## config.mk

```make
export PLATFORM = sky130hd
export DESIGN_NAME = lpmm_manager
export DESIGN_NICKNAME = d
export VERILOG_FILES = /design/src/hw/lpmm_pkg.sv /design/src/hw/lpmm_manager.sv
export SDC_FILE = /design/constraint.sdc
export NUM_CORES = 1
export LEC_CHECK = 0
export ABC_AREA = 1
export BUFFER_PORTS_ARGS = -buffer_cell sky130_fd_sc_hd__buf_2
export CAP_MARGIN = 15
export CORE_MARGIN = 2
export CORE_UTILIZATION = 40
export DETAILED_ROUTE_END_ITERATION = 6
export PLACE_DENSITY = 0.73
export SYNTH_ARGS = -nofsm -noshare
export SYNTH_HDL_FRONTEND = slang
export SYNTH_SLANG_ARGS = --single-unit
export TNS_END_PERCENT = 5
```

## constraint.sdc

```tcl
create_clock -name mclk -period 2.3 [get_ports mclk]
set_input_delay 0.46 -clock mclk [delete_from_list [all_inputs] [get_ports mclk]]
set_output_delay 0.46 -clock mclk [all_outputs]
set_load 0.01 [all_outputs]
```

## src/hw/lpmm_pkg.sv

```systemverilog
// package for the low power mode manager: modes, timing, carriers
package lpmm_pkg;
	localparam int CLK_MHZ = 125;
	localparam int SLEEP_WAKE_CYC = 9;
	localparam int STOP0_WAKE_NS = 1700;
	localparam int STOP1_WAKE_NS = 4700;
	localparam int STBY_WAKE_NS = 51000;
	localparam int SHDN_WAKE_NS = 51000;
	localparam int STOP0_WAKE_CYC = (STOP0_WAKE_NS * CLK_MHZ) / 1000;
	localparam int STOP1_WAKE_CYC = (STOP1_WAKE_NS * CLK_MHZ) / 1000;
	localparam int STBY_WAKE_CYC = (STBY_WAKE_NS * CLK_MHZ) / 1000;
	localparam int SHDN_WAKE_CYC = (SHDN_WAKE_NS * CLK_MHZ) / 1000;
	localparam int NUM_IO = 16;
	localparam int NUM_OSC_REQ = 4;
	localparam logic [1:0] PULL_FLOAT = 2'h0;
	localparam logic [1:0] PULL_UP = 2'h1;
	localparam logic [1:0] PULL_DOWN = 2'h2;
	localparam logic [15:0] OPT_EN_RST = 16'h0000;

	typedef enum logic [2:0] {
		MODE_SLEEP = 3'h0,
		MODE_LOW_POWER_SLEEP_MODE = 3'h1,
		MODE_STOP0 = 3'h2,
		MODE_STOP1 = 3'h3,
		MODE_STANDBY = 3'h4,
		MODE_SHUTDOWN = 3'h5
	} lpmm_mode_t;

	typedef enum logic [2:0] {
		ST_RUN = 3'h0,
		ST_LOWPWR = 3'h1,
		ST_WAKE = 3'h2
	} lpmm_state_t;

	// wake sources, one bit each
	typedef struct packed {
		logic resetPin;
		logic anyIo;
		logic radio;
		logic brownout;
		logic voltMon;
		logic rtc;
		logic watchdog;
		logic comparator;
		logic serialA;
		logic serialB;
		logic twoWire;
		logic lpTimer0;
		logic lpTimer1;
		logic wakePinA;
		logic wakePinB;
		logic anyIrq;
	} lpmm_wake_t;

	// serial wake events per port
	typedef struct packed {
		logic startBit;
		logic addrMatch;
		logic frameDone;
	} lpmm_uart_ev_t;

	// power domain controls
	typedef struct packed {
		logic mainReg;
		logic lowPwrReg;
		logic cpuClk;
		logic flashOn;
		logic sramOn;
		logic periphRun;
		logic wakePeriphRun;
		logic alwaysOnRun;
		logic pllAllowed;
		logic radioAvail;
		logic rngAvail;
		logic stepDownOn;
	} lpmm_pwr_t;
endpackage

```

## src/hw/lpmm_manager.sv

```systemverilog
// low power mode manager: mode sequencing, wake, oscillators, pad states
`timescale 1ns/100ps
`default_nettype none
// Summary of operation
// - optional functions disabled until software enables
// - fast internal oscillator served per stop requester
// - both serial ports wake on start/address/frame
// - two-wire port wakes only on address match
// - standby pads hold chosen pull or float
// - shutdown pad settings dropped on exit
// - two wake pins wake standby and shutdown
// - sleep stops cpu and fast crystal, wakes in 9 cycles
// - low-power modes: low regulator, no pll/radio/rng
// - stop 0 main regulator, flash off, 1.7 us
// - stop modes accept listed wake sources
// - shutdown keeps slow crystal, rtc; pins or rtc
// - stop enables fast crystal for radio activity
// - ram bank clocks gated independently in sleep
// - flash power-down only radio idle, running ram
// - pads analog, trigger off during and after reset
// - reset pin pull-up off on internal reset
module lpmm_manager (
	input  wire logic                                   mclk,
	input  wire logic                                   nrst,
	input  wire logic                                   sleepReq,
	input  wire lpmm_pkg::lpmm_mode_t                   modeSel,
	input  wire logic                                   lowPowerRunSel,
	input  wire logic [15:0]                            optEnable,
	input  wire logic [lpmm_pkg::NUM_OSC_REQ-1:0]       fastOscReq,
	input  wire logic                                   radioActive,
	input  wire lpmm_pkg::lpmm_uart_ev_t                uartEvA,
	input  wire lpmm_pkg::lpmm_uart_ev_t                uartEvB,
	input  wire logic                                   twoWireAddrMatch,
	input  wire lpmm_pkg::lpmm_wake_t                   wakeRaw,
	input  wire logic [1:0]                             ramBankGate,
	input  wire logic                                   flashPdReq,
	input  wire logic                                   execFromRam,
	input  wire logic [2*lpmm_pkg::NUM_IO-1:0]          padPullCfg,
	input  wire logic                                   padCfgDone,
	input  wire logic                                   internalReset,
	output var lpmm_pkg::lpmm_pwr_t                     pwrCtl,
	output var lpmm_pkg::lpmm_state_t                   stateOut,
	output logic [15:0]                                 optActive,
	output logic [lpmm_pkg::NUM_OSC_REQ-1:0]            fastOscGrant,
	output logic                                        fastOscOn,
	output logic                                        fastXtalOn,
	output logic                                        slowXtalOn,
	output logic                                        serialWakeIrq,
	output logic                                        twoWireWakeIrq,
	output logic [1:0]                                  ramBankClkEn,
	output logic                                        flashPowerDown,
	output logic [2*lpmm_pkg::NUM_IO-1:0]               padPull,
	output logic                                        padAnalog,
	output logic                                        padTriggerEn,
	output logic                                        resetPullUpEn,
	output logic                                        wakeDone
);
	import lpmm_pkg::*;

	function automatic logic isStop(input lpmm_mode_t m);
		isStop = (m == MODE_STOP0) || (m == MODE_STOP1);
	endfunction

	function automatic logic isSleep(input lpmm_mode_t m);
		isSleep = (m == MODE_SLEEP) || (m == MODE_LOW_POWER_SLEEP_MODE);
	endfunction

	lpmm_state_t       state_ff;
	lpmm_state_t       nxt_state;
	lpmm_mode_t        mode_ff;
	lpmm_mode_t        nxt_mode;
	logic [15:0]       wakeCnt_ff;
	logic [15:0]       nxt_wakeCnt;
	logic [2*NUM_IO-1:0] padPull_ff;
	logic [2*NUM_IO-1:0] nxt_padPull;
	logic              padCfg_ff;
	logic              nxt_padCfg;
	logic [NUM_OSC_REQ-1:0] grant_ff;
	logic [NUM_OSC_REQ-1:0] nxt_grant;
	logic              serIrq_ff;
	logic              nxt_serIrq;
	logic              twIrq_ff;
	logic              nxt_twIrq;
	logic              wakeHit;
	logic              inStop;
	logic              inLow;
	logic [15:0]       wakeLen;

	assign inLow = (state_ff == ST_LOWPWR);
	assign inStop = inLow && isStop(mode_ff);

	// wake qualification per mode
	always_comb begin
		wakeHit = 1'b0;
		unique case (mode_ff)
			MODE_SLEEP, MODE_LOW_POWER_SLEEP_MODE: begin
				wakeHit = wakeRaw.anyIrq;
			end
			MODE_STOP0, MODE_STOP1: begin
				wakeHit = wakeRaw.resetPin | wakeRaw.anyIo | wakeRaw.radio |
					wakeRaw.brownout | wakeRaw.voltMon | wakeRaw.rtc |
					wakeRaw.watchdog | wakeRaw.comparator | serIrq_ff |
					twIrq_ff | wakeRaw.lpTimer0 | wakeRaw.lpTimer1 |
					wakeRaw.serialA | wakeRaw.serialB | wakeRaw.twoWire;
			end
			MODE_STANDBY: begin
				wakeHit = wakeRaw.resetPin | wakeRaw.wakePinA | wakeRaw.wakePinB |
					wakeRaw.brownout | wakeRaw.rtc | wakeRaw.watchdog;
			end
			MODE_SHUTDOWN: begin
				wakeHit = wakeRaw.wakePinA | wakeRaw.wakePinB | wakeRaw.rtc;
			end
			default: begin
				wakeHit = 1'b0;
			end
		endcase
	end

	always_comb begin
		wakeLen = 16'(SLEEP_WAKE_CYC);
		unique case (mode_ff)
			MODE_STOP0: wakeLen = 16'(STOP0_WAKE_CYC);
			MODE_STOP1: wakeLen = 16'(STOP1_WAKE_CYC);
			MODE_STANDBY: wakeLen = 16'(STBY_WAKE_CYC);
			MODE_SHUTDOWN: wakeLen = 16'(SHDN_WAKE_CYC);
			default: wakeLen = 16'(SLEEP_WAKE_CYC);
		endcase
	end

	// mode sequencer
	always_comb begin
		nxt_state = state_ff;
		nxt_mode = mode_ff;
		nxt_wakeCnt = wakeCnt_ff;
		unique case (state_ff)
			ST_RUN: begin
				if (sleepReq) begin
					nxt_state = ST_LOWPWR;
					nxt_mode = modeSel;
				end
			end
			ST_LOWPWR: begin
				if (wakeHit) begin
					nxt_state = ST_WAKE;
					nxt_wakeCnt = wakeLen - 16'h0001;
				end
			end
			ST_WAKE: begin
				if (wakeCnt_ff == 16'h0000) begin
					nxt_state = ST_RUN;
				end else begin
					nxt_wakeCnt = wakeCnt_ff - 16'h0001;
				end
			end
			default: begin
				nxt_state = ST_RUN;
			end
		endcase
	end

	// wake interrupts latched in stop; a new event beats the clear
	always_comb begin
		nxt_serIrq = serIrq_ff;
		nxt_twIrq = twIrq_ff;
		if (state_ff == ST_RUN) begin
			nxt_serIrq = 1'b0;
			nxt_twIrq = 1'b0;
		end
		if (inStop && (|uartEvA || |uartEvB)) begin
			nxt_serIrq = 1'b1;
		end
		if (inStop && twoWireAddrMatch) begin
			nxt_twIrq = 1'b1;
		end
	end

	// fast internal oscillator only feeds requesters in stop
	always_comb begin
		nxt_grant = inStop ? fastOscReq : '0;
	end

	// pad pull capture; shutdown settings lost on exit
	always_comb begin
		nxt_padPull = padPull_ff;
		nxt_padCfg = padCfg_ff;
		if (padCfgDone) begin
			nxt_padPull = padPullCfg;
			nxt_padCfg = 1'b1;
		end
		if (state_ff == ST_WAKE && mode_ff == MODE_SHUTDOWN) begin
			nxt_padPull = '0;
			nxt_padCfg = 1'b0;
		end
	end

	always_ff @(posedge mclk or negedge nrst) begin
		if (!nrst) begin
			state_ff <= ST_RUN;
			mode_ff <= MODE_SLEEP;
			wakeCnt_ff <= 16'h0000;
			padPull_ff <= '0;
			padCfg_ff <= 1'b0;
			grant_ff <= '0;
			serIrq_ff <= 1'b0;
			twIrq_ff <= 1'b0;
		end else begin
			state_ff <= nxt_state;
			mode_ff <= nxt_mode;
			wakeCnt_ff <= nxt_wakeCnt;
			padPull_ff <= nxt_padPull;
			padCfg_ff <= nxt_padCfg;
			grant_ff <= nxt_grant;
			serIrq_ff <= nxt_serIrq;
			twIrq_ff <= nxt_twIrq;
		end
	end

	// power domains per state
	always_comb begin
		pwrCtl = '0;
		pwrCtl.mainReg = 1'b1;
		pwrCtl.cpuClk = !inLow;
		pwrCtl.flashOn = 1'b1;
		pwrCtl.sramOn = 1'b1;
		pwrCtl.periphRun = 1'b1;
		pwrCtl.wakePeriphRun = 1'b1;
		pwrCtl.alwaysOnRun = 1'b1;
		pwrCtl.pllAllowed = 1'b1;
		pwrCtl.radioAvail = 1'b1;
		pwrCtl.rngAvail = 1'b1;
		pwrCtl.stepDownOn = 1'b1;
		if ((!inLow && lowPowerRunSel) || (inLow && mode_ff == MODE_LOW_POWER_SLEEP_MODE)) begin
			pwrCtl.mainReg = 1'b0;
			pwrCtl.lowPwrReg = 1'b1;
			pwrCtl.pllAllowed = 1'b0;
			pwrCtl.radioAvail = 1'b0;
			pwrCtl.rngAvail = 1'b0;
		end
		if (inLow && !isSleep(mode_ff)) begin
			pwrCtl.flashOn = 1'b0;
			pwrCtl.periphRun = 1'b0;
			pwrCtl.pllAllowed = 1'b0;
			pwrCtl.rngAvail = 1'b0;
			pwrCtl.mainReg = (mode_ff == MODE_STOP0);
			pwrCtl.lowPwrReg = (mode_ff == MODE_STOP1) || (mode_ff == MODE_STANDBY);
			pwrCtl.stepDownOn = (mode_ff == MODE_STOP0);
			if (mode_ff == MODE_STANDBY || mode_ff == MODE_SHUTDOWN) begin
				pwrCtl.wakePeriphRun = 1'b0;
				pwrCtl.radioAvail = 1'b0;
			end
			if (mode_ff == MODE_SHUTDOWN) begin
				pwrCtl.sramOn = 1'b0;
				pwrCtl.alwaysOnRun = 1'b0;
			end
		end
	end

	assign stateOut = state_ff;
	assign optActive = optEnable & ~OPT_EN_RST;
	assign fastOscGrant = grant_ff;
	assign fastOscOn = |grant_ff;
	assign fastXtalOn = !inLow || (inStop && radioActive);
	assign slowXtalOn = 1'b1;
	assign serialWakeIrq = serIrq_ff;
	assign twoWireWakeIrq = twIrq_ff;
	// gating only meaningful with the cpu asleep
	assign ramBankClkEn = (inLow && isSleep(mode_ff)) ? ~ramBankGate : 2'h3;
	assign flashPowerDown = flashPdReq && !radioActive && execFromRam;
	assign padPull = padPull_ff;
	assign padAnalog = !padCfg_ff;
	assign padTriggerEn = padCfg_ff;
	assign resetPullUpEn = !internalReset;
	assign wakeDone = (state_ff == ST_WAKE) && (wakeCnt_ff == 16'h0000);

	AST_STOP_OSC: assert property (@(posedge mclk) disable iff (!nrst)
		!inStop |=> fastOscGrant == '0) else $error("osc granted outside stop");
	AST_SER_IRQ: assert property (@(posedge mclk) disable iff (!nrst)
		inStop && uartEvA.startBit |=> serialWakeIrq) else $error("serial wake lost");
	AST_TW_IRQ: assert property (@(posedge mclk) disable iff (!nrst)
		$rose(twoWireWakeIrq) |-> $past(twoWireAddrMatch)) else $error("bad i2c wake");
	AST_SHDN_PADS: assert property (@(posedge mclk) disable iff (!nrst)
		state_ff == ST_WAKE && mode_ff == MODE_SHUTDOWN && !padCfgDone |=> padPull == '0)
		else $error("shutdown pads kept");
	AST_SLEEP_WAKE: assert property (@(posedge mclk) disable iff (!nrst)
		inLow && mode_ff == MODE_SLEEP && wakeHit |-> ##[1:10] state_ff == ST_RUN)
		else $error("sleep wake too slow");
	AST_LP_NO_PLL: assert property (@(posedge mclk) disable iff (!nrst)
		inLow && mode_ff == MODE_LOW_POWER_SLEEP_MODE |-> !pwrCtl.pllAllowed && !pwrCtl.radioAvail)
		else $error("pll in low power");
	AST_STOP0: assert property (@(posedge mclk) disable iff (!nrst)
		inLow && mode_ff == MODE_STOP0 |-> pwrCtl.mainReg && !pwrCtl.flashOn)
		else $error("stop0 power wrong");
	AST_SHDN_WAKE: assert property (@(posedge mclk) disable iff (!nrst)
		inLow && mode_ff == MODE_SHUTDOWN && wakeRaw.brownout && !wakeRaw.rtc &&
		!wakeRaw.wakePinA && !wakeRaw.wakePinB |=> state_ff == ST_LOWPWR)
		else $error("shutdown woke wrongly");
	AST_XTAL: assert property (@(posedge mclk) disable iff (!nrst)
		inStop && radioActive |-> fastXtalOn) else $error("crystal off for radio");
	AST_FLASH_PD: assert property (@(posedge mclk) disable iff (!nrst)
		flashPowerDown |-> !radioActive && execFromRam) else $error("flash pd unsafe");
	AST_ENTER: assert property (@(posedge mclk) disable iff (!nrst)
		state_ff == ST_RUN && sleepReq |=> inLow && mode_ff == $past(modeSel))
		else $error("mode not entered");

	COV_STOP_WAKE: cover property (@(posedge mclk) disable iff (!nrst)
		inStop ##1 state_ff == ST_WAKE);
	COV_STBY_WAKE: cover property (@(posedge mclk) disable iff (!nrst)
		inLow && mode_ff == MODE_STANDBY && wakeRaw.wakePinA);
	COV_OSC: cover property (@(posedge mclk) disable iff (!nrst) fastOscOn);
endmodule
`default_nettype wire

```

After elaboration in Yosys (flattened, before gate mapping)
Index checks and enable logic that the tools add are counted.
{ "word_totals": {"regBits": 61, "inputBits": 89, "out_inout_bits": 79, "elab_cells": 108} }
{ "op_classes": {"n_addsub": 2, "n_eq_ne": 11, "n_mux": 25, "bitwise_logic": 22, "n_reduce_logical": 40} }
{ "ops": {"columns": ["cell", "n"], "rows": [
  ["$mux W32", 2],
  ["$pmux W13 S3", 1],
  ["$mux W16", 2],
  ["$pmux W16 S2", 1],
  ["$sub A16 B1 Y16 const B", 2],
  ["$or A1 B1 Y1", 21],
  ["$logic_not A16 Y1", 1],
  ["$logic_and A1 B1 Y1", 12],
  ["$mux W3", 4],
  ["$eq A3 B2 Y1 const B", 3],
  ["$mux W9", 1],
  ["$pmux W3 S3", 1],
  ["$mux W1", 8],
  ["$reduce_bool A2 Y1", 4],
  ["$logic_or A1 B1 Y1", 7],
  ["$eq A3 B1 Y1 const B", 2],
  ["$eq A3 B3 Y1 const B", 2],
  ["$logic_not A3 Y1", 2],
  ["$mux W2", 3],
  ["$ne A2 B2 Y1 const B", 3],
  ["$reduce_and A3 Y1", 2],
  ["$reduce_or A2 Y1", 3],
  ["$reduce_or A3 Y1", 2],
  ["$logic_not A1 Y1", 5],
  ["other kinds (6)", 6]
]} }

Longest topological paths before layout
Gate-level depths: netlist (run 1).
{ "logic_depth": {"depth_word": 17, "mapped_depth": 13} }

Least setup slack after synthesis (run 1)
No wires, ideal clock.
{ "synth_path": {"path_kind": "register -> output", "from": "register state_ff[0], in the netlist stateOut[0]", "to": "output pwrCtl[11] (netlist name)", "t_arrival_ns": 1.641, "required_ns": 1.840, "path_slack_ns": 0.199, "path_stages_with_launch": 8, "n_path_buf": 0, "cell_sequence": "dfrtp_1 > inv_2 > nor2_2 > inv_1 > a22oi_1 > inv_1 > nor2_2 > o21bai_1"} }
{ "synth_rtl": {"columns": ["item", "line_no", "rtl"], "rows": [
  ["start, declared", "lpmm_manager.sv:68", "lpmm_state_t state_ff;"],
  ["start signal, assigned", "lpmm_manager.sv:207", "state_ff <= nxt_state;"],
  ["end, declared", "lpmm_manager.sv:41", "output var lpmm_pkg::lpmm_pwr_t pwrCtl,"]
]} }

==> impl_metrics.toml, run 1 <==
[sta]
setup_slack_ps = 104
worstMarginPinSlew_ps = 759
setup_violations = 0
slew_viol_final = 0
hold_viol_final = 0
slew_headroom_pct = 49.4
rsz0062_at_grt = "yes"
period_needed_ps = 2200
period_share_pct = 95.5
fmax_ghz = 0.455
finClkSkew_ps = 5.97

[floorplan]
start_util_pct = 40.7
core_um2 = 8590
ioPinCount = 168
die_x_um = 97.5
die_h_um = 97.5
rows = 34
dieArea_um2 = 9500

[route]
drc = 0
initialDrtViolationCount = 221
wire_per_inst_um = 12.8
ant_nets = 0
drt-total-wl_um = 9090
vias = 3526
routed_via_density = 4.97
first_pass_iters = 5

[setup_path]
reg2reg_slack_ps = 310
slowest_stage = "dfrtp_2"
worstPathCellList = "inv_2 -> nor2_2 -> inv_2 -> nor2_2 -> a22oi_2 -> inv_1 -> nor2_2 -> o21bai_1 -> buf_2"
cp_data_required_time_ps = 1840
cp-start-kind = "flop"
path_class = "reg -> out"
endpoint_kind = "output pin"
path_delay_family = "buffers and inverters"
critPathBufInv = 4
critical-path-max-stage-delay_ps = 450
cp_max_fo = 5
crit_arrival_ps = 1740
crit_top_cell = "nor2_2"

[clock_network]
cts_buffers = 9
cts_sinks = 60
cts_tree = "done"
worstSkewPairLatency_ps = 340
clk_pin_slew_ps = 60
root_buffer = "clkbuf_8"
h-tree-depth = 3
hold_buffers = 0
clockBufferDepth = 2

[final_layout]
multi_input_area_um2 = 1620
diodes = 0
final_area_um2 = 4360
area_delta_synth_final_pct = 24.8
seq_area_um2 = 1510
n_fill_cell = 841
fin_nets = 688
drive_gt1_share_pct = 31.4

[yosys]
ys_seq_area_share_pct = 43.0
synthesis.nets = 572
synth_commonest_cells = "nand2_1 (139), nand3_1 (96), dfrtp_1 (60)"
synthArstFlopShare_pct = 100
ys_top_cells_by_area = "dfrtp_1 (43%), nand2_1 (15%), nand3_1 (14%), nor2_1 (5.4%), buf_4 (4.7%)"
netlist_area_um2 = 3490
ys_ff_latch = 60
yosys.cell_count.top_type = "nand2_1"
synth.avg_cell_area_um2 = 7.25
yosys.area.top_type = "dfrtp_1"
synth_edf_count = 0
synthCells = 482
ys.warnings.count = 0
yosysUniqueCellTypes = 31
netlist.area_leader.share_pct = 43.0
ys.flop_type = "dfrtp_1"

[global_routing]
grt_max_degree = 65
grt_pass1_vias = 3380
grt_pass1_wl_um = 15300
grt_util_all_layers_pct = 19.6
overflow = 0
antenna_found_initial = 0

[run_status]
status = "finished, final reports clean"

[place]
gp_congestion = 0.891
hpwl_um = 6770
numPortBuffers = 133
placed_area_um2 = 4120
place_ws_ps = 184

[power]
vdd_drop_max_v = 0.000494
power_density_nw_per_um2 = 1170
leakage_nw = 2.49

[worst_hold_path]
min_path_type = "in -> async"

[flow_run]
maxCapViolCount = 0
==> stage by stage <==
stage / total power [W] / hold WS, ps / utilization [%] / setup TNS [ps] / cells
2_1_floorplan: 0.00330 / 164 / - / 0 / 482
3_3_place_gp: 0.00400 / 473 / 48.0 / 0 / 694
3_5_place_dp: 0.00402 / 482 / 48.0 / 0 / 694
4_1_cts: 0.00509 / 293 / 50.5 / 0 / 709
5_1_grt: 0.00553 / 336 / 50.8 / -25.5 / 710
6_report: 0.00510 / 268 / 50.8 / 0 / 710
==> path summary, 6_finish.rpt <==
check                                                   to  cells past startpoint               startpoint
worst max register to register  wakeCnt_ff[12]$_DFFE_PN0P_                     13  stateOut[1]$_DFFE_PN0P_
worst min register to register      padPull[6]$_DFFE_PN0P_                      2   padPull[6]$_DFFE_PN0P_
worst max-delay path                            pwrCtl[11]                      9  stateOut[0]$_DFFE_PN0P_
worst min-delay path               padPull[31]$_DFFE_PN0P_                      2                     nrst
max in group asynchronous          stateOut[0]$_DFFE_PN0P_                      2                     nrst
min in group mclk                fastOscGrant[1]$_DFF_PN0_                      3            fastOscReq[1]
==> layout by cell type (no fill, tap or decap), drive strengths merged <==
master,netlist,final
nand2,146,146
buf,29,143
nand3,99,99
dfrtp,60,60
nor2,59,59
inv,40,40
clkbuf,9,11
a21oi,9,9
o21ai,9,9
nand4,6,6
nor3,4,4
o21bai,2,2
xor2,2,2
nor4,2,2
conb,2,2
bufinv,0,2
clkinv,0,2
a22oi,1,1
or4,1,1
or3,1,1
ha,1,1
==> cells by family (layout without fill, tap and decap cells) <==
| family | Yosys count | in the layout | synth area share (%) |
|---|---|---|---|
| AOI/OAI and AO/OA | 21 | 21 | 3.22 |
| xor gates and xnor gates | 2 | 2 | 0.501 |
| adders and majority gates | 1 | 1 | 0.358 |
| buffers and inverters | 78 | 198 | 11.2 |
| DFF | 60 | 60 | 43.0 |
| other | 2 | 2 | 0.215 |
| and+or+nand+nor | 318 | 318 | 41.5 |
==> sequential cells by signal, summed over array words and instances, names as in the netlist <==
signal and cells:
padPull 32, stateOut 2, mode_ff 3, wakeCnt_ff 16, twoWireWakeIrq 1, padTriggerEn 1, fastOscGrant 4, serialWakeIrq 1
==> per-layer routing <==
layer	part of all wire, %	global-route usage (%)	vias up
met2	47	31.9	149
met5	0	0	-
met3	8.3	4.39	13
li1	-	-	1761
met4	1.3	7.16	0
met1	43	25.6	1603
==> final cells by class <==
class,count,share of cell area (%)
multi-input combinational,344,37.1
inverter,40,3.44
clock inverter,4,1.69
timing repair buffer,143,17.0
clock buffer,11,3.24
tap,108,3.10
sequential,60,34.5
==> where the power goes <==
| group | internal, W | switching, W | leakage, nW | total, W |
|---|---|---|---|---|
| registers | 0.00130 | 0.000194 | 0.750 | 0.00150 |
| logic | 0.000849 | 0.00170 | 1.63 | 0.00255 |
| clock network | 0.000634 | 0.000415 | 0.109 | 0.00105 |
| total | 0.00279 | 0.00231 | 2.49 | 0.00510 |
==> worst reg2reg max path, cell delays in order, from the launching register on <==
cell and delay (ps):
dfrtp_2 420, inv_1 100, nor2_4 160, nor2_1 80, nor2_2 150, ha_1 190
inv_1 60, nor4_1 250, buf_4 180, nand4_1 90, nand2_1 70, nand2_1 50
nand2_1 50, nand2_1 50
==> repair_timing <==
action,4_1_cts,5_1_grt
endpoints found under the setup margin,1,5
setup buffers,0,1
gates resized for setup,1,7
pin swaps,0,1
(Power assumes the default switching activity.)
==> run 2, diff against run 1 <==
==> constraint.sdc (replaced) <==
create_clock -name mclk -period 2.45 [get_ports mclk]
set_input_delay 0.49 -clock mclk [delete_from_list [all_inputs] [get_ports mclk]]
set_output_delay 0.49 -clock mclk [all_outputs]
set_load 0.01 [all_outputs]
==> run 2 against run 1 <==
Worst setup slack gained 77 ps; largest cell class unchanged; combinational power shrank 7%; highest routed layer unchanged; register-to-register slack is essentially flat; final cell count shrank 0.14%.
==> impl_metrics.toml, run 2 (synthesis gave the netlist of run 1 again) <==
[run_status]
status = "finished, final reports clean"

[power]
power_density_nw_per_um2 = 1100
clock_power_share_pct = 20.9
p_int_w = 0.00258
pwr-share-comb_pct = 49.6
swShare_pct = 46.2
p_sw_w = 0.00221
leakage_nw = 2.49
vdd_drop_max_v = 0.000576
seqPwrFrac_pct = 29.5

[sta]
fmax_ghz = 0.441
rsz0062_at_grt = "no"
tns_ps = 0
period_needed_ps = 2270
worstMarginPinSlew_ps = 751
slew_headroom_pct = 49.9
slew_viol_final = 0
setup_violations = 0
hold_viol_final = 0
finClkSkew_ps = 11.3
period_share_pct = 92.6
holdWs_ps = 300

[setup_path]
cp_data_required_time_ps = 1960
crit_top_cell = "nor2_2"
crit_arrival_ps = 1780
slowest_stage = "dfrtp_1"
cp-start-kind = "flop"
worstPathCellList = "nor2_2 -> inv_2 -> nor2_1 -> a22oi_2 -> inv_1 -> nor2_2 -> o21bai_1 -> buf_2"
path_class = "reg -> out"
critical-path-max-stage-delay_ps = 460
endpoint_kind = "output pin"
cp_max_fo = 7

[floorplan]
start_util_pct = 40.7
core_um2 = 8590
ioPinCount = 168
dieArea_um2 = 9500
die_x_um = 97.5
rows = 34
die_h_um = 97.5

[route]
drc = 0
initialDrtViolationCount = 146
routed_via_density = 4.98
first_pass_iters = 4
ant_nets = 0
wire_per_inst_um = 13.2
drt-total-wl_um = 9330
vias = 3531

[final_layout]
final_common_cell = "nand2_1"
drive_gt1_share_pct = 30.8
area_delta_synth_final_pct = 24.6
fin_nets = 686
largest_reg_flops = 32
n_fill_cell = 870
final_cell_mix = "nand2_1 (139), buf_2 (133), nand3_1 (96)"
diodes = 0

[global_routing]
grt_pass1_wl_um = 15900
grt_util_all_layers_pct = 20.4
overflow = 0
grt_max_degree = 61
antenna_found_initial = 0
grt_pass1_vias = 3525

[clock_network]
cts_sinks = 60
cts_tree = "done"
worstSkewPairLatency_ps = 340
cts_buffers = 9
root_buffer = "clkbuf_8"
clk_pin_slew_ps = 80
h-tree-depth = 3
hold_buffers = 0
clockBufferDepth = 2

[flow_run]
maxCapViolCount = 0

[place]
gp_congestion = 0.871
hpwl_um = 7130
numPortBuffers = 133

[worst_hold_path]
min_path_type = "in -> async"
run 2: changes by cell type in the layout (fill, tap and decap cells not counted), sizes merged:
cell and delta:
clkinvlp +1, buf -2, clkbuf -2, inv +2
run 2: what timing repair did:
item	4_1_cts	5_1_grt
endpoints found under the setup margin	0	1
resized for setup	0	3
buffers inserted	0	0
endpoints found under the hold margin	0	0
run 2: power groups by stage:
stage | Clock (W) | Combinational [W] | Sequential [W]
3_3_place_gp | 0 | 0.00233 | 0.00141
5_1_grt | 0.00107 | 0.00268 | 0.00144
6_report | 0.00100 | 0.00237 | 0.00141
4_1_cts | 0.00103 | 0.00238 | 0.00141
3_5_place_dp | 0 | 0.00237 | 0.00142
2_1_floorplan | 0 | 0.00165 | 0.00144
run 2: worst paths after layout:
kind / slack (ps) / startpoint / to / depth (start not counted)
max in group asynchronous: 1600 / nrst / stateOut[0]$_DFFE_PN0P_ / 2
setup reg to reg: 300 / mode_ff[2]$_DFFE_PN0P_ / wakeCnt_ff[12]$_DFFE_PN0P_ / 14
hold / removal: 300 / nrst / padPull[31]$_DFFE_PN0P_ / 2
setup / recovery: 180 / stateOut[1]$_DFFE_PN0P_ / pwrCtl[11] / 8
min in group mclk: 350 / fastOscReq[2] / fastOscGrant[2]$_DFF_PN0_ / 3
hold reg to reg: 490 / wakeCnt_ff[6]$_DFFE_PN0P_ / wakeCnt_ff[6]$_DFFE_PN0P_ / 2
run 2: layout make-up:
class / instances / area, um2 / share of cell area [%]
clock buffer: 9 / 124 / 2.84
clock inverter: 7 / 98.8 / 2.27
inverter: 40 / 150 / 3.45
multi-input combinational: 344 / 1610 / 36.9
sequential: 60 / 1500 / 34.5
tap: 108 / 135 / 3.10
timing repair buffer: 141 / 738 / 16.9
run 2: per-stage QoR:
step           instances  area, um2  utilization (%)  power, W  setup slack (ps)
6_report             709       4360             50.7   0.00479               181
5_1_grt              709       4360             50.7   0.00519              14.7
4_1_cts              709       4350             50.6   0.00481              72.3
3_5_place_dp         693       4130             48.0   0.00379               335
3_3_place_gp         693       4130             48.0   0.00374               405
2_1_floorplan        482       3490                -   0.00310               319
run 2: metal layers:
| metal | vias to the layer above | routed length, um | part of all wire [%] | global-route usage [%] |
|---|---|---|---|---|
| li1 | 1753 | - | - | - |
| met3 | 23 | 781 | 8.4 | 5.32 |
| met4 | 0 | 236 | 2.5 | 9.29 |
| met2 | 143 | 4330 | 46 | 33.7 |
| met1 | 1612 | 3980 | 43 | 24.9 |
| met5 | - | 0 | 0 | 0 |
run 2: worst max-delay path: cells and delay by family (launching register included):
| kind | cells | cell delay (ps) |
|---|---|---|
| buffers and inverters | 3 | 320 |
| AOI/OAI and AO/OA | 2 | 240 |
| and+or+nand+nor | 3 | 410 |
| DFF | 1 | 460 |
==> run 3, diff against run 2 <==
--- a/config.mk
+++ b/config.mk
@@ -6,7 +6,7 @@
 export NUM_CORES = 1
 export LEC_CHECK = 0
 export ABC_AREA = 1
-export BUFFER_PORTS_ARGS = -buffer_cell sky130_fd_sc_hd__buf_2
+export BUFFER_PORTS_ARGS = -buffer_cell sky130_fd_sc_hd__buf_4
 export CAP_MARGIN = 15
 export CORE_MARGIN = 2
 export CORE_UTILIZATION = 40
==> run 3 against run 2 <==
Final cell count is 0.28% lower; sequential share of layout area decreased by 2.2 points; clock-buffer cell count increased by 2.
==> impl_metrics.toml, run 3 (synthesis gave the netlist of run 1 again) <==
[final_layout]
fin_nets = 684
diodes = 0
largest_reg_flops = 32
area_delta_synth_final_pct = 32.9
final_cell_mix = "nand2_1 (139), buf_4 (139), nand3_1 (96)"
drive_gt1_share_pct = 30.6

[global_routing]
top_usage_layer = "met2"
overflow = 0
grt_pass1_vias = 3378
antenna_found_initial = 0
grt_max_degree = 65
met3_usage_pct = 7.41
grt_pass1_wl_um = 15700
use_met2_pct = 30.8
grtUsageMet1_pct = 25.8
grt_util_all_layers_pct = 20.0

[setup_path]
endpoint_kind = "output pin"
reg2reg_from = "mode_ff[1]$_DFFE_PN0P_"
slowest_stage = "dfrtp_2"
cp_max_fo = 5
path_class = "reg -> out"
cp_data_required_time_ps = 1960
worstPathCellList = "inv_2 -> nor2_2 -> inv_2 -> nor2_2 -> a22oi_1 -> inv_1 -> nor2_2 -> o21bai_1 -> buf_4"
crit_top_cell = "nor2_2"
crit_start = "stateOut[0]$_DFFE_PN0P_"
reg2reg_slack_ps = 290
critical-path-max-stage-delay_ps = 460
crit_arrival_ps = 1760
cp-start-kind = "flop"

[route]
routed_via_density = 5.03
first_pass_iters = 5
wire_per_inst_um = 13.2
initialDrtViolationCount = 244
drc = 0
drt-total-wl_um = 9340
ant_nets = 0
vias = 3553

[sta]
tns_ps = 0
period_share_pct = 91.8
setup_violations = 0
worstMarginPinSlew_ps = 752
fmax_ghz = 0.445
rsz0062_at_grt = "no"
slew_headroom_pct = 49.9
period_needed_ps = 2250
finClkSkew_ps = 8.42
hold_viol_final = 0
slew_viol_final = 0
holdWs_ps = 214

[clock_network]
worstSkewPairLatency_ps = 340
cts_sinks = 60
h-tree-depth = 3
hold_buffers = 0
clk_pin_slew_ps = 70
root_buffer = "clkbuf_8"
clockBufferDepth = 2
cts_tree = "done"
cts_buffers = 9

[floorplan]
dieArea_um2 = 9500
die_h_um = 97.5
rows = 34
die_x_um = 97.5
core_um2 = 8590
ioPinCount = 168
start_util_pct = 40.7

[place]
numPortBuffers = 133
gp_congestion = 0.911
hpwl_um = 6920

[power]
power_density_nw_per_um2 = 1050
leakage_nw = 2.57
vdd_drop_max_v = 0.000418

[run_status]
status = "finished, final reports clean"

[worst_hold_path]
min_path_type = "in -> async"

[flow_run]
maxCapViolCount = 0
## run 3: cell count changes in the layout (fill, tap and decap cells not counted)
cell,before,now
clkbuf_8,9,11
inv_6,2,1
a22oi_2,1,0
nor2_1,50,49
buf_2,133,0
clkinv_4,1,0
a22oi_1,0,1
nor2_2,5,6
buf_12,1,0
clkinvlp_4,1,2
buf_4,7,139
bufinv_16,2,1
## run 3: cell type report
| cell class | count | area (um2) |
|---|---|---|
| clock buffer | 11 | 151 |
| clock inverter | 5 | 58.8 |
| fill | 833 | 3950 |
| inverter | 40 | 150 |
| multi-input combinational | 344 | 1600 |
| sequential | 60 | 1500 |
| tap | 108 | 135 |
| timing repair buffer | 139 | 1040 |
## run 3: path summary, 6_finish.rpt
path                       cells past startpoint                         end
hold reg to reg                                2   wakeCnt_ff[4]$_DFFE_PN0P_
max in group asynchronous                      1     stateOut[0]$_DFFE_PN0P_
min in group mclk                              3   fastOscGrant[1]$_DFF_PN0_
setup / recovery                               9                  pwrCtl[11]
setup reg to reg                              13  wakeCnt_ff[12]$_DFFE_PN0P_
hold / removal                                 1     padPull[28]$_DFFE_PN0P_
## run 3: timing repair
item,in CTS,in global routing
buffers inserted,0,1
endpoints found under the setup margin,0,4
endpoints found under the hold margin,0,0
gates resized for setup,0,3
## run 3: stage by stage
step	area [um2]	total power (W)	utilization (%)	worst slack [ps]	cells
global placement	4420	0.00391	51.5	296	690
detailed placement	4420	0.00391	51.5	191	690
CTS	4630	0.00487	53.9	44.2	706
finish	4650	0.00486	54.1	201	707
floorplan	3490	0.00310	-	319	482
global route	4650	0.00527	54.1	2.84	707
## run 3: power breakdown
part | switching (W) | internal (W)
clock | 0.000407 | 0.000527
combinational | 0.00159 | 0.000918
sequential | 0.000201 | 0.00122
total | 0.00220 | 0.00266
## run 3: routing by layer
metal,vias up,part of all wire [%]
li1,1754,-
met4,0,1.7
met2,189,45
met1,1595,42
met3,15,11
met5,-,0
## run 3: worst max-delay path: cells and delay by family, from the launching register on
kind                   cells  cell delay, ps
buffers and inverters      4             440
AND/OR/NAND/NOR            3             230
flip-flops                 1             460
AO/OA/AOI/OAI              2             290
